--- src/common/efcc_map.vh ---
// Register offsets, field positions, reset values and timing counts for the flash controller
`ifndef EFCC_MAP_VH
`define EFCC_MAP_VH
`define EFCC_OFS_RSTCAUSE 16'hA017
`define EFCC_OFS_DATL 16'hA020
`define EFCC_OFS_DATH 16'hA021
`define EFCC_OFS_ADRL 16'hA022
`define EFCC_OFS_ADRH 16'hA023
`define EFCC_OFS_CMD 16'hA025
`define EFCC_CMD_RESET 8'h80
`define EFCC_BIT_VERIFY 7
`define EFCC_BIT_BUSY 6
`define EFCC_BIT_FAIL 5
`define EFCC_BIT_CLEAR 4
`define EFCC_BIT_CKM 3
`define EFCC_BIT_ECC 2
`define EFCC_BIT_WDT 1
`define EFCC_BIT_CMDRST 0
`define EFCC_C_MAIN_READ 5'h10
`define EFCC_C_MAIN_ERASE 5'h08
`define EFCC_C_MAIN_WRITE 5'h04
`define EFCC_C_INFO_READ 5'h02
`define EFCC_C_INFO_WRITE 5'h01
`define EFCC_C_INFO_ERASE 5'h03
`define EFCC_PRESCALE 256
`define EFCC_PAGES 128
`define EFCC_PAGE_WORDS 512
`define EFCC_ZONE_WORDS 1024
`define EFCC_INFO_PAGES 2
`define EFCC_READ_CYCLES 4
`endif

--- src/design/efcc_tick.v ---
// Command clock tick generator: system clock divided by 256 and by scaler plus one
`timescale 1ns/100ps
`include "efcc_map.vh"
module efcc_tick (
	// Clock and reset
	input wire clk,
	input wire rst,
	// Control
	input wire run,
	input wire [7:0] scaler,
	// Tick out
	output reg tick
);
	reg [7:0] pre_reg;
	reg [7:0] div_reg;
	always @(posedge clk) begin
		tick <= 1'b0;
		if (rst || !run) begin
			pre_reg <= 8'h00;
			div_reg <= 8'h00;
		end else begin
			pre_reg <= pre_reg + 8'h01;
			if (pre_reg == 8'hFF) begin
				if (div_reg == scaler) begin
					div_reg <= 8'h00;
					tick <= 1'b1;
				end else begin
					div_reg <= div_reg + 8'h01;
				end
			end
		end
	end
endmodule

--- src/design/efcc_limit.v ---
// Timeout limit lookup for write and erase commands
`timescale 1ns/100ps
module efcc_limit (
	// Selection
	input wire [2:0] sel,
	input wire erase,
	// Limit in command clock periods
	output reg [13:0] limit
);
	always @* begin
		case ({erase, sel})
			4'h0: limit = 14'd55;
			4'h1: limit = 14'd60;
			4'h2: limit = 14'd65;
			4'h3: limit = 14'd69;
			4'h4: limit = 14'd75;
			4'h5: limit = 14'd80;
			4'h6: limit = 14'd85;
			4'h7: limit = 14'd89;
			4'h8: limit = 14'd5435;
			4'h9: limit = 14'd5953;
			4'hA: limit = 14'd6452;
			4'hB: limit = 14'd6897;
			4'hC: limit = 14'd7408;
			4'hD: limit = 14'd7906;
			4'hE: limit = 14'd8404;
			default: limit = 14'd8889;
		endcase
	end
endmodule

--- src/design/efcc_ctrl.v ---
// Embedded flash command controller: registers, command sequencer and array port
`timescale 1ns/100ps
`include "efcc_map.vh"
module efcc_ctrl #(
	parameter ZONES = 64,
	parameter INFO_ZONE = 63
) (
	// Clock and resets
	input wire REF_CLK,
	input wire SRST,
	input wire POR,
	// Special-function register port
	input wire [15:0] SFR_ADDR,
	input wire SFR_WR,
	input wire SFR_RD,
	input wire [7:0] SFR_WDATA,
	output reg [7:0] SFR_RDATA,
	// CPU stall
	output reg CPU_HOLD,
	// Configuration from other blocks
	input wire [7:0] COMMAND_CLOCK_SCALER,
	input wire READ_CORRECTION_ENABLE,
	input wire [ZONES-1:0] ZONE_LOCK_RESETTABLE,
	input wire [ZONES-1:0] ZONE_LOCK_PERMANENT,
	// Reset cause events
	input wire CLOCK_FAULT_EVENT,
	input wire ECC_RESET_EVENT,
	input wire WATCHDOG_EVENT,
	input wire COMMAND_RESET_EVENT,
	// Flash array port
	output reg FL_READ,
	output reg FL_WRITE,
	output reg FL_ERASE,
	output reg FL_INFO,
	output reg [15:0] FL_ADDR,
	output reg [15:0] FL_WDATA,
	input wire [15:0] FL_RDATA,
	input wire [7:0] FL_CORRECTED,
	input wire FL_ECC_ERROR,
	input wire FL_DONE
);
	localparam ST_IDLE = 3'h0;
	localparam ST_READ = 3'h1;
	localparam ST_PROG = 3'h2;
	localparam ST_VERIFY = 3'h3;
	localparam ST_ERASE = 3'h4;
	localparam ST_FINISH = 3'h5;

	reg [2:0] state_reg;
	reg [7:0] datl_reg;
	reg [7:0] dath_reg;
	reg [7:0] adrl_reg;
	reg [7:0] adrh_reg;
	reg [4:0] code_reg;
	reg [2:0] timeout_select_reg;
	reg write_verify_ok_reg;
	reg fail_reg;
	reg clock_fault_cause_flag_reg;
	reg ecc_reset_cause_flag_reg;
	reg watchdog_cause_flag_reg;
	reg command_reset_cause_flag_reg;
	reg [13:0] tcount_reg;
	reg [2:0] rcount_reg;
	wire tick;
	wire [13:0] limit;
	wire [15:0] word_addr;
	wire busy;
	wire cmd_wr;
	wire clr_wr;

	assign word_addr = {adrh_reg, adrl_reg};
	assign busy = (state_reg != ST_IDLE);
	assign cmd_wr = SFR_WR && (SFR_ADDR == `EFCC_OFS_CMD);
	assign clr_wr = SFR_WR && (SFR_ADDR == `EFCC_OFS_RSTCAUSE) && SFR_WDATA[`EFCC_BIT_CLEAR];

	// Command validity and address range check
	function cmd_valid;
		input [4:0] c;
		begin
			case (c)
				`EFCC_C_MAIN_READ, `EFCC_C_MAIN_ERASE, `EFCC_C_MAIN_WRITE,
				`EFCC_C_INFO_READ, `EFCC_C_INFO_WRITE, `EFCC_C_INFO_ERASE: cmd_valid = 1'b1;
				default: cmd_valid = 1'b0;
			endcase
		end
	endfunction

	function is_info;
		input [4:0] c;
		begin
			is_info = (c == `EFCC_C_INFO_READ) || (c == `EFCC_C_INFO_WRITE) ||
				(c == `EFCC_C_INFO_ERASE);
		end
	endfunction

	function addr_ok;
		input [4:0] c;
		input [15:0] a;
		begin
			if (is_info(c))
				addr_ok = (a < `EFCC_INFO_PAGES * `EFCC_PAGE_WORDS);
			else
				addr_ok = (a < `EFCC_PAGES * `EFCC_PAGE_WORDS);
		end
	endfunction

	function zone_open;
		input [4:0] c;
		input [15:0] a;
		reg [5:0] z;
		begin
			z = is_info(c) ? INFO_ZONE[5:0] : a[15:10];
			zone_open = ZONE_LOCK_RESETTABLE[z] && ZONE_LOCK_PERMANENT[z];
		end
	endfunction

	efcc_tick u_tick (
		.clk(REF_CLK),
		.rst(SRST),
		.run(state_reg == ST_PROG || state_reg == ST_ERASE),
		.scaler(COMMAND_CLOCK_SCALER),
		.tick(tick)
	);

	efcc_limit u_limit (
		.sel(timeout_select_reg),
		.erase(state_reg == ST_ERASE),
		.limit(limit)
	);

	// Reset cause flags: set wins over clear; power-on or a clear write clears every flag, SRST clears none
	always @(posedge REF_CLK) begin
		if (POR) begin
			clock_fault_cause_flag_reg <= 1'b0;
			ecc_reset_cause_flag_reg <= 1'b0;
			watchdog_cause_flag_reg <= 1'b0;
			command_reset_cause_flag_reg <= 1'b0;
		end else begin
			if (CLOCK_FAULT_EVENT)
				clock_fault_cause_flag_reg <= 1'b1;
			else if (clr_wr)
				clock_fault_cause_flag_reg <= 1'b0;
			if (ECC_RESET_EVENT)
				ecc_reset_cause_flag_reg <= 1'b1;
			else if (clr_wr)
				ecc_reset_cause_flag_reg <= 1'b0;
			if (WATCHDOG_EVENT)
				watchdog_cause_flag_reg <= 1'b1;
			else if (clr_wr)
				watchdog_cause_flag_reg <= 1'b0;
			if (COMMAND_RESET_EVENT)
				command_reset_cause_flag_reg <= 1'b1;
			else if (clr_wr)
				command_reset_cause_flag_reg <= 1'b0;
		end
	end

	// Register writes, sequencer and array strobes
	always @(posedge REF_CLK) begin
		if (SRST) begin
			state_reg <= ST_IDLE;
			datl_reg <= 8'h00;
			dath_reg <= 8'h00;
			adrl_reg <= 8'h00;
			adrh_reg <= 8'h00;
			code_reg <= 5'h00;
			timeout_select_reg <= 3'h0;
			write_verify_ok_reg <= 1'b1;
			fail_reg <= 1'b0;
			tcount_reg <= 14'h0000;
			rcount_reg <= 3'h0;
			CPU_HOLD <= 1'b0;
			FL_READ <= 1'b0;
			FL_WRITE <= 1'b0;
			FL_ERASE <= 1'b0;
			FL_INFO <= 1'b0;
			FL_ADDR <= 16'h0000;
			FL_WDATA <= 16'h0000;
		end else begin
			FL_READ <= 1'b0;
			case (state_reg)
				ST_IDLE: begin
					if (SFR_WR && SFR_ADDR == `EFCC_OFS_DATL)
						datl_reg <= SFR_WDATA;
					if (SFR_WR && SFR_ADDR == `EFCC_OFS_DATH)
						dath_reg <= SFR_WDATA;
					if (SFR_WR && SFR_ADDR == `EFCC_OFS_ADRL)
						adrl_reg <= SFR_WDATA;
					if (SFR_WR && SFR_ADDR == `EFCC_OFS_ADRH)
						adrh_reg <= SFR_WDATA;
					if (cmd_wr) begin
						code_reg <= SFR_WDATA[4:0];
						timeout_select_reg <= SFR_WDATA[7:5];
						write_verify_ok_reg <= 1'b1;
						fail_reg <= 1'b0;
						tcount_reg <= 14'h0000;
						rcount_reg <= 3'h0;
						FL_ADDR <= word_addr;
						FL_WDATA <= {dath_reg, datl_reg};
						FL_INFO <= is_info(SFR_WDATA[4:0]);
						if (!cmd_valid(SFR_WDATA[4:0])) begin
							fail_reg <= 1'b1;
						end else if (!addr_ok(SFR_WDATA[4:0], word_addr)) begin
							fail_reg <= 1'b1;
						end else if (SFR_WDATA[4:0] == `EFCC_C_MAIN_READ ||
							SFR_WDATA[4:0] == `EFCC_C_INFO_READ) begin
							state_reg <= ST_READ;
							FL_READ <= 1'b1;
							CPU_HOLD <= 1'b1;
						end else if (!zone_open(SFR_WDATA[4:0], word_addr)) begin
							fail_reg <= 1'b1;
						end else if (SFR_WDATA[4:0] == `EFCC_C_MAIN_WRITE ||
							SFR_WDATA[4:0] == `EFCC_C_INFO_WRITE) begin
							state_reg <= ST_PROG;
							FL_WRITE <= 1'b1;
							CPU_HOLD <= 1'b1;
						end else begin
							state_reg <= ST_ERASE;
							FL_ADDR <= {word_addr[15:9], 9'h000};
							FL_ERASE <= 1'b1;
							CPU_HOLD <= 1'b1;
						end
					end
				end
				ST_READ: begin
					rcount_reg <= rcount_reg + 3'h1;
					if (rcount_reg == `EFCC_READ_CYCLES - 1) begin
						dath_reg <= FL_RDATA[15:8];
						datl_reg <= READ_CORRECTION_ENABLE ? FL_CORRECTED : FL_RDATA[7:0];
						if (FL_ECC_ERROR)
							fail_reg <= 1'b1;
						state_reg <= ST_FINISH;
					end
				end
				ST_PROG, ST_ERASE: begin
					if (tick)
						tcount_reg <= tcount_reg + 14'h0001;
					if (FL_DONE) begin
						FL_WRITE <= 1'b0;
						FL_ERASE <= 1'b0;
						if (state_reg == ST_PROG) begin
							state_reg <= ST_VERIFY;
							FL_READ <= 1'b1;
						end else begin
							state_reg <= ST_FINISH;
						end
					end else if (tcount_reg >= limit) begin
						FL_WRITE <= 1'b0;
						FL_ERASE <= 1'b0;
						fail_reg <= 1'b1;
						state_reg <= ST_FINISH;
					end
				end
				ST_VERIFY: begin
					rcount_reg <= rcount_reg + 3'h1;
					if (rcount_reg == `EFCC_READ_CYCLES - 1) begin
						if (FL_RDATA != FL_WDATA)
							write_verify_ok_reg <= 1'b0;
						state_reg <= ST_FINISH;
					end
				end
				ST_FINISH: begin
					CPU_HOLD <= 1'b0;
					state_reg <= ST_IDLE;
				end
				default: state_reg <= ST_IDLE;
			endcase
		end
	end

	// Read data; busy blocks nothing on reads, fail unaffected by reads
	always @(posedge REF_CLK) begin
		if (SRST) begin
			SFR_RDATA <= 8'h00;
		end else if (SFR_RD) begin
			case (SFR_ADDR)
				`EFCC_OFS_RSTCAUSE: SFR_RDATA <= {4'h0, clock_fault_cause_flag_reg,
					ecc_reset_cause_flag_reg, watchdog_cause_flag_reg,
					command_reset_cause_flag_reg};
				`EFCC_OFS_DATL: SFR_RDATA <= datl_reg;
				`EFCC_OFS_DATH: SFR_RDATA <= dath_reg;
				`EFCC_OFS_ADRL: SFR_RDATA <= adrl_reg;
				`EFCC_OFS_ADRH: SFR_RDATA <= adrh_reg;
				`EFCC_OFS_CMD: SFR_RDATA <= {write_verify_ok_reg, busy, fail_reg, code_reg};
				default: SFR_RDATA <= 8'h00;
			endcase
		end
	end
endmodule

--- config.mk ---
export PLATFORM = sky130hd
export DESIGN_NAME = efcc_ctrl
export DESIGN_NICKNAME = d
export VERILOG_FILES = /design/src/design/efcc_tick.v /design/src/design/efcc_limit.v /design/src/design/efcc_ctrl.v
export VERILOG_INCLUDE_DIRS = /design/src /design/src/common
export SDC_FILE = /design/constraint.sdc
export NUM_CORES = 1
export LEC_CHECK = 0
export ABC_CLOCK_PERIOD_IN_PS = 8000
export BUFFER_PORTS_ARGS = -buffer_cell sky130_fd_sc_hd__buf_2
export CAP_MARGIN = 20
export CORE_UTILIZATION = 35
export CTS_CLUSTER_SIZE = 30
export DETAILED_ROUTE_END_ITERATION = 16
export PLACE_DENSITY_LB_ADDON = 0.05
export SLEW_MARGIN = 20
export SYNTH_ARGS = -nofsm -noshare
export SYNTH_HDL_FRONTEND = slang
export SYNTH_SLANG_ARGS = --single-unit
--- constraint.sdc ---
create_clock -name REF_CLK -period 8 [get_ports REF_CLK]
set_clock_uncertainty 0.2 [all_clocks]
set_input_delay 0.8 -clock REF_CLK [delete_from_list [all_inputs] [get_ports REF_CLK]]
set_output_delay 0.8 -clock REF_CLK [all_outputs]
set_load 0.005 [all_outputs]
# == Yosys cells after proc, flatten, opt, wreduce, memory -nomap -nowiden ==
# Memory sizes are Yosys's and may differ from the RTL's.
# Cells that the tools add are included.
# totals
rom_bits,224
reg_bits,128
n_memories,1
out_inout_bits,45
in_bits,196
# mem_list
name,depth,width,read_ports,rd_clocked_by_memory_dff,write_ports,line,text
(no name shown),16,14,1,0,0,efcc_limit.v:11,"case ({erase, sel})"
# op_classes
eq_ne,40
add_sub_neg,4
mux,93
n_lt_le_gt_ge,3
bitwise,1
n_reduce_logical,44
# ops
op,count
$eq A16 B16 Y1 const B,6
$mux W1,54
$mux W8,6
$pmux W8 S6,1
$mux W9,5
$mux W3,11
$pmux W8 S2,2
$ne A2 B2 Y1 const B,15
$mux W14,2
$pmux W14 S2,1
$reduce_bool A2 Y1,9
$add A8 B1 Y8 const B,2
$lt A16 B11 Y1 const B,1
$ne A16 B16 Y1,1
$reduce_and A8 Y1,2
$add A14 B1 Y14 const B,1
$ge A14 B14 Y1,1
$bmux W1 S6,2
$reduce_and A6 Y1,2
$eq A5 B2 Y1 const B,2
$pmux W1 S2,5
$eq A3 B2 Y1 const B,3
$pmux W3 S3,1
$reduce_and A3 Y1,3
other kinds (26),47

# == Longest topological paths before layout ==
# logic_depth
word_depth,14
depth_mapped,17
depth_no_buf,14

# == Hierarchy ==
# A second synthesis with hierarchy kept.
# hier_totals
cells_unflattened,952
area_unflattened_um2,7617.3
# by_module_without_submodules
module,n_inst,seq_area_each_um2,area_per_inst_um2,cells_each
efcc_ctrl,1,2222.1,6389.9,815
efcc_tick,1,340.3,823.3,90
efcc_limit,1,0.0,404.1,47

# == Worst setup path after synthesis ==
# Ideal clock, no wire load.
# synth_path
kind,register to register
start,register state_reg[1]
end,register state_reg[2]
arrival_ns,3.024
path_stages_with_launch,17
path_slack_ns,4.659
setup_ns,0.117
n_path_buf,3
path_cell_list,dfxtp_1 clkbuf_1 clkbuf_1 nor2_1 and2_1 clkbuf_1 nand2_1 mux2i_1 ha_1 nor2b_1 o31ai_1 a21oi_1 o311ai_0 nand2_1 nor2_1 nor4_1 a32o_1
# synth_between
elab_chain_cells,5
word_cells_on_any_way,19
cone_classes,1 x order compare; 10 x eq/ne; 3 x mux; 4 x reduce/logical; 1 x memory
# synth_lines
item,line,text
"start, declared",efcc_ctrl.v:49,reg [2:0] state_reg;
"start signal, assigned",efcc_ctrl.v:161,state_reg <= ST_IDLE;
"start signal, assigned",efcc_ctrl.v:207,state_reg <= ST_READ;
"start signal, assigned",efcc_ctrl.v:214,state_reg <= ST_PROG;
$eq A3 B3 Y1,"efcc_ctrl.v:127, efcc_ctrl.v:181",
$mem_v2 Z16 W14,--,
$ge A14 B14 Y1,efcc_ctrl.v:247,end else if (tcount_reg >= limit) begin
$ne A3 B3 Y1 (no source line),--,
$reduce_and A6 Y1 (no source line),--,
# Parallel ways exist; a longest one is shown, timed or not.
# A chain may end at the register's enable or synchronous reset.

# == Final worst setup path ==
# layout_path
start,register adrh_reg[3]
end,register state_reg[1]
# layout_between
elab_chain_cells,8
word_cells_on_any_way,15
cone_classes,1 x order compare; 2 x eq/ne; 10 x mux; 2 x reduce/logical
# layout_lines
item,line,text
"start, declared",efcc_ctrl.v:53,reg [7:0] adrh_reg;
"start signal, assigned",efcc_ctrl.v:165,adrh_reg <= 8'h00;
"start signal, assigned",efcc_ctrl.v:190,adrh_reg <= SFR_WDATA;
$lt A16 B11 Y1 (no source line),--,
$mux W1,efcc_ctrl.v:100,if (is_info(c))
$mux W1,efcc_ctrl.v:201,if (!cmd_valid(SFR_WDATA[4:0])) begin
$mux W1,efcc_ctrl.v:191,if (cmd_wr) begin
$mux W1,efcc_ctrl.v:181,case (state_reg)
$mux W1,efcc_ctrl.v:160,if (SRST) begin
$ne A2 B2 Y1 (no source line),--,
$reduce_and A6 Y1 (no source line) (*),--,
# Every way passes the cells marked *; elsewhere a longest branch is shown, timed or not. The select of a mux whose other input is x is not followed.

==> results.md <==
* R2R setup slack at 4200 ps
* EDFF count, synth at 0
* Post-Synth Adder-Cell Area at 0.05376
* Dpl cells at 1371
* Post-synthesis cell type count at between 60 and 70
* Final setup TNS at 0 ps
* HP Class: flop to flop
* Final Hold Fails at 0
* Hold buffer count at CTS at 0
* Slew at the pin with the worst max-slew slack at 1035 ps
* Synth Area in Compound Gates at 0.1795
* Max clock buf depth at 2
* Final setup fails at 0
* Port bufs at 240
* Hold Path Sink: FL_ADDR[12]
* FILL cells at 2117
* Die Area at roughly 22000 um^2
* Synth top cells by count: nand2_1 (170), dfxtp_1 (128), nor2_1 (96), a21oi_1 (68), clkbuf_1 (46)
* Leak at just under 4 nW
* Layout cells sized above 1 at 0.2692
* Max Slew Vio Count at 0
* Post-route minimum period at 3800 ps
* Post-DR vias/cell at about 5.3
* CP arrival at 3940 ps
* Wire per inst at between 15 and 20 um
* Worst-path clk slew at 70 ps
* Largest net degree at the start of global routing at 53
* Nature of the critical path startpoint: flop
* Antenna violations before repair at 1
* Final Non-Filler Cells at 1403
* Reg area at 2562 um^2
* FP Rows at 52
* 1st-iter DRT viols at 500
* Area grow syn2layout at 26.85%
* Area occupied by multi-input gates at 4552 um^2
* Crit Path Class: flop to flop
* First-pass GRT wire length at 39010 um
* DP Worst Slack at 4146 ps
* Total grt overflow at 0
* H-tree Lvls at 4
* Unrepaired setup endpoints after global routing: false
* Final worst setup slack at approximately 4200 ps
* I/O Pins at between 200 and 250
* Syn_nets at 1139
* Post-Synthesis Cells at 912
* Worst reg2reg path depth at 8
* Die Span Y at 147.4 um
* Synth area leader: dfxtp_1
* Placed Area at 8771 um^2
* Register area share after synthesis at 0.3462
* DPL Wire Length at around 20000 um
* Routability Congestion at 0.8322
* DRC violations left at 0
* Reg-to-Reg End: state_reg[1]
* F_max at 263.1 MHz
* GRT Util Overall at 0.2343
* Clk root buf: clkbuf_16
* Vias in the first global route at 7168
* MaxCap Viol Count at 0
* Top_reg_cell synth: dfxtp_1
* ANT cells at 0
* Total Routed Length at 25310 um
* Post-Syn Area per Cell at 8.115 um^2
* Req. time, crit path at 8140 ps
* Via count at approximately 7500
* Reg2reg start: adrh_reg[3]
* Ys Warns at 0
* XOR/XNOR share of the synthesized area at 0.06391
* Top-area cell type share of the netlist area at 0.3462
* Asr flop ratio synth at 0
* Pwr dens at 167.9 nW/um^2
* Final ANT Viol Nets at 0
* DRT Pass-1 Iters at 7
* Simple logic cell fraction of the synthesized area at 0.2426
* Clock sinks at 128
* Power, Total at around 0.0016 W
* Slew headroom at 0.3088
* Post-CTS sizing at 0
* Die width at 147.4 um
* Critical Path End Type: flop
* # Post-CTS Setup Buffers at 0
* Largest cells by area after synthesis: dfxtp_1 (35%), nand2_1 (8.6%), ha_1 (5.2%)
* Latest clock arrival within the worst-skew pair at 430 ps
* Post-layout instance area at between 9000 and 10000 um^2
* Starting Density at 0.3611
* Worst-path fanout max at 21
* Hold Path Depth at 2
* Syn Std Cell Area at 7401 um^2
* Count leader, synth: nand2_1
* VDD IR max at 0.0001158 V
* Synth Register Bits at between 100 and 150
* NumNets Final at 1347
* HP Start: FL_ADDR[12]
* Post-synthesis mux area share at 0.07439
* Largest family of logic cells by synthesized area: simple AND/OR/NAND/NOR gates
* Final cycle utilization of the critical path at 0.4751
* Core area at ~20000 um^2
* TritonCTS buffer count at 17
* CTS tree: yes
* Status: finished, final reports clean
placed cells by master, fill, tap and decap left out, types with 13 or more instances in the layout:
cell type    n
buf_2      240
nand2_1    170
dfxtp_1    128
nor2_1      96
a21oi_1     68
ha_1        31
xor2_1      29
nand3_1     28
mux2i_1     28
o21ai_0     26
xnor2_1     25
nand4_1     18
clkbuf_16   17
a211oi_1    14
inv_1       13
nor4_1      13
and3_1      13
power by group:
group / total (W) / switching (W) / internal [W] / leakage [nW]
clock network: 0.000810 / 0.000334 / 0.000475 / 0.299
registers: 0.000643 / 0.00000246 / 0.000640 / 1.03
logic: 0.000123 / 0.0000648 / 0.0000583 / 2.60
total: 0.00158 / 0.000402 / 0.00117 / 3.93
area by class of cell:
| cell class | count | share of cell area |
|---|---|---|
| repair buffers | 249 | 0.1351 |
| multi-input cells | 709 | 0.4849 |
| well taps | 270 | 0.03599 |
| clock inverters | 15 | 0.01973 |
| clock buffers | 17 | 0.04532 |
| inverters | 15 | 0.005998 |
| flip-flops and latches | 128 | 0.2730 |
cells by family after synthesis:
kind of cell	Yosys count
multiplexers	40
buffers and inverters	75
XOR/XNOR	54
flip-flops	128
AO/OA/AOI/OAI	194
AND/OR/NAND/NOR	389
adder cells (fa/ha/maj)	32
per-stage QoR:
step,hold WS (ps),util
finish,250.8,0.4581
global route,271.7,0.4581
CTS,255.1,0.4578
detailed placement,243.9,0.4280
global placement,238.5,0.4280
floorplan,229.9,-
worst max-delay path: stages (launching register included):
cell     delay (ps)
dfxtp_1         860
inv_1           500
mux4_2          600
o21ai_0         240
a31oi_1         120
o32ai_4         360
a21oi_2         120
or4b_1          550
a21oi_1         150
layer usage:
layer / part of all wire / up-vias / wire length (um) / GRT usage
li1: - / 3694 / - / -
met1: 0.44 / 3498 / 11040 / 0.3040
met2: 0.49 / 272 / 12470 / 0.4002
met3: 0.058 / 20 / 1466 / 0.03951
met4: 0.013 / 2 / 322 / 0.06340
met5: 0.00040 / - / 10 / 0
how the worst max path moves through the flow:
| stage | slack (ps) | end | startpoint |
|---|---|---|---|
| 2_1_floorplan | 4660 | state_reg[2] | state_reg[1] |
| 3_3_place_gp | 4150 | state_reg[1] | adrh_reg[3] |
| 5_1_grt | 3870 | FL_ERASE | state_reg[1] |
| 6_report | 4200 | state_reg[1] | adrh_reg[3] |
| 3_5_place_dp | 4150 | state_reg[1] | adrh_reg[3] |
| 4_1_cts | 4150 | state_reg[1] | adrh_reg[3] |
(Power assumes the default switching activity.)
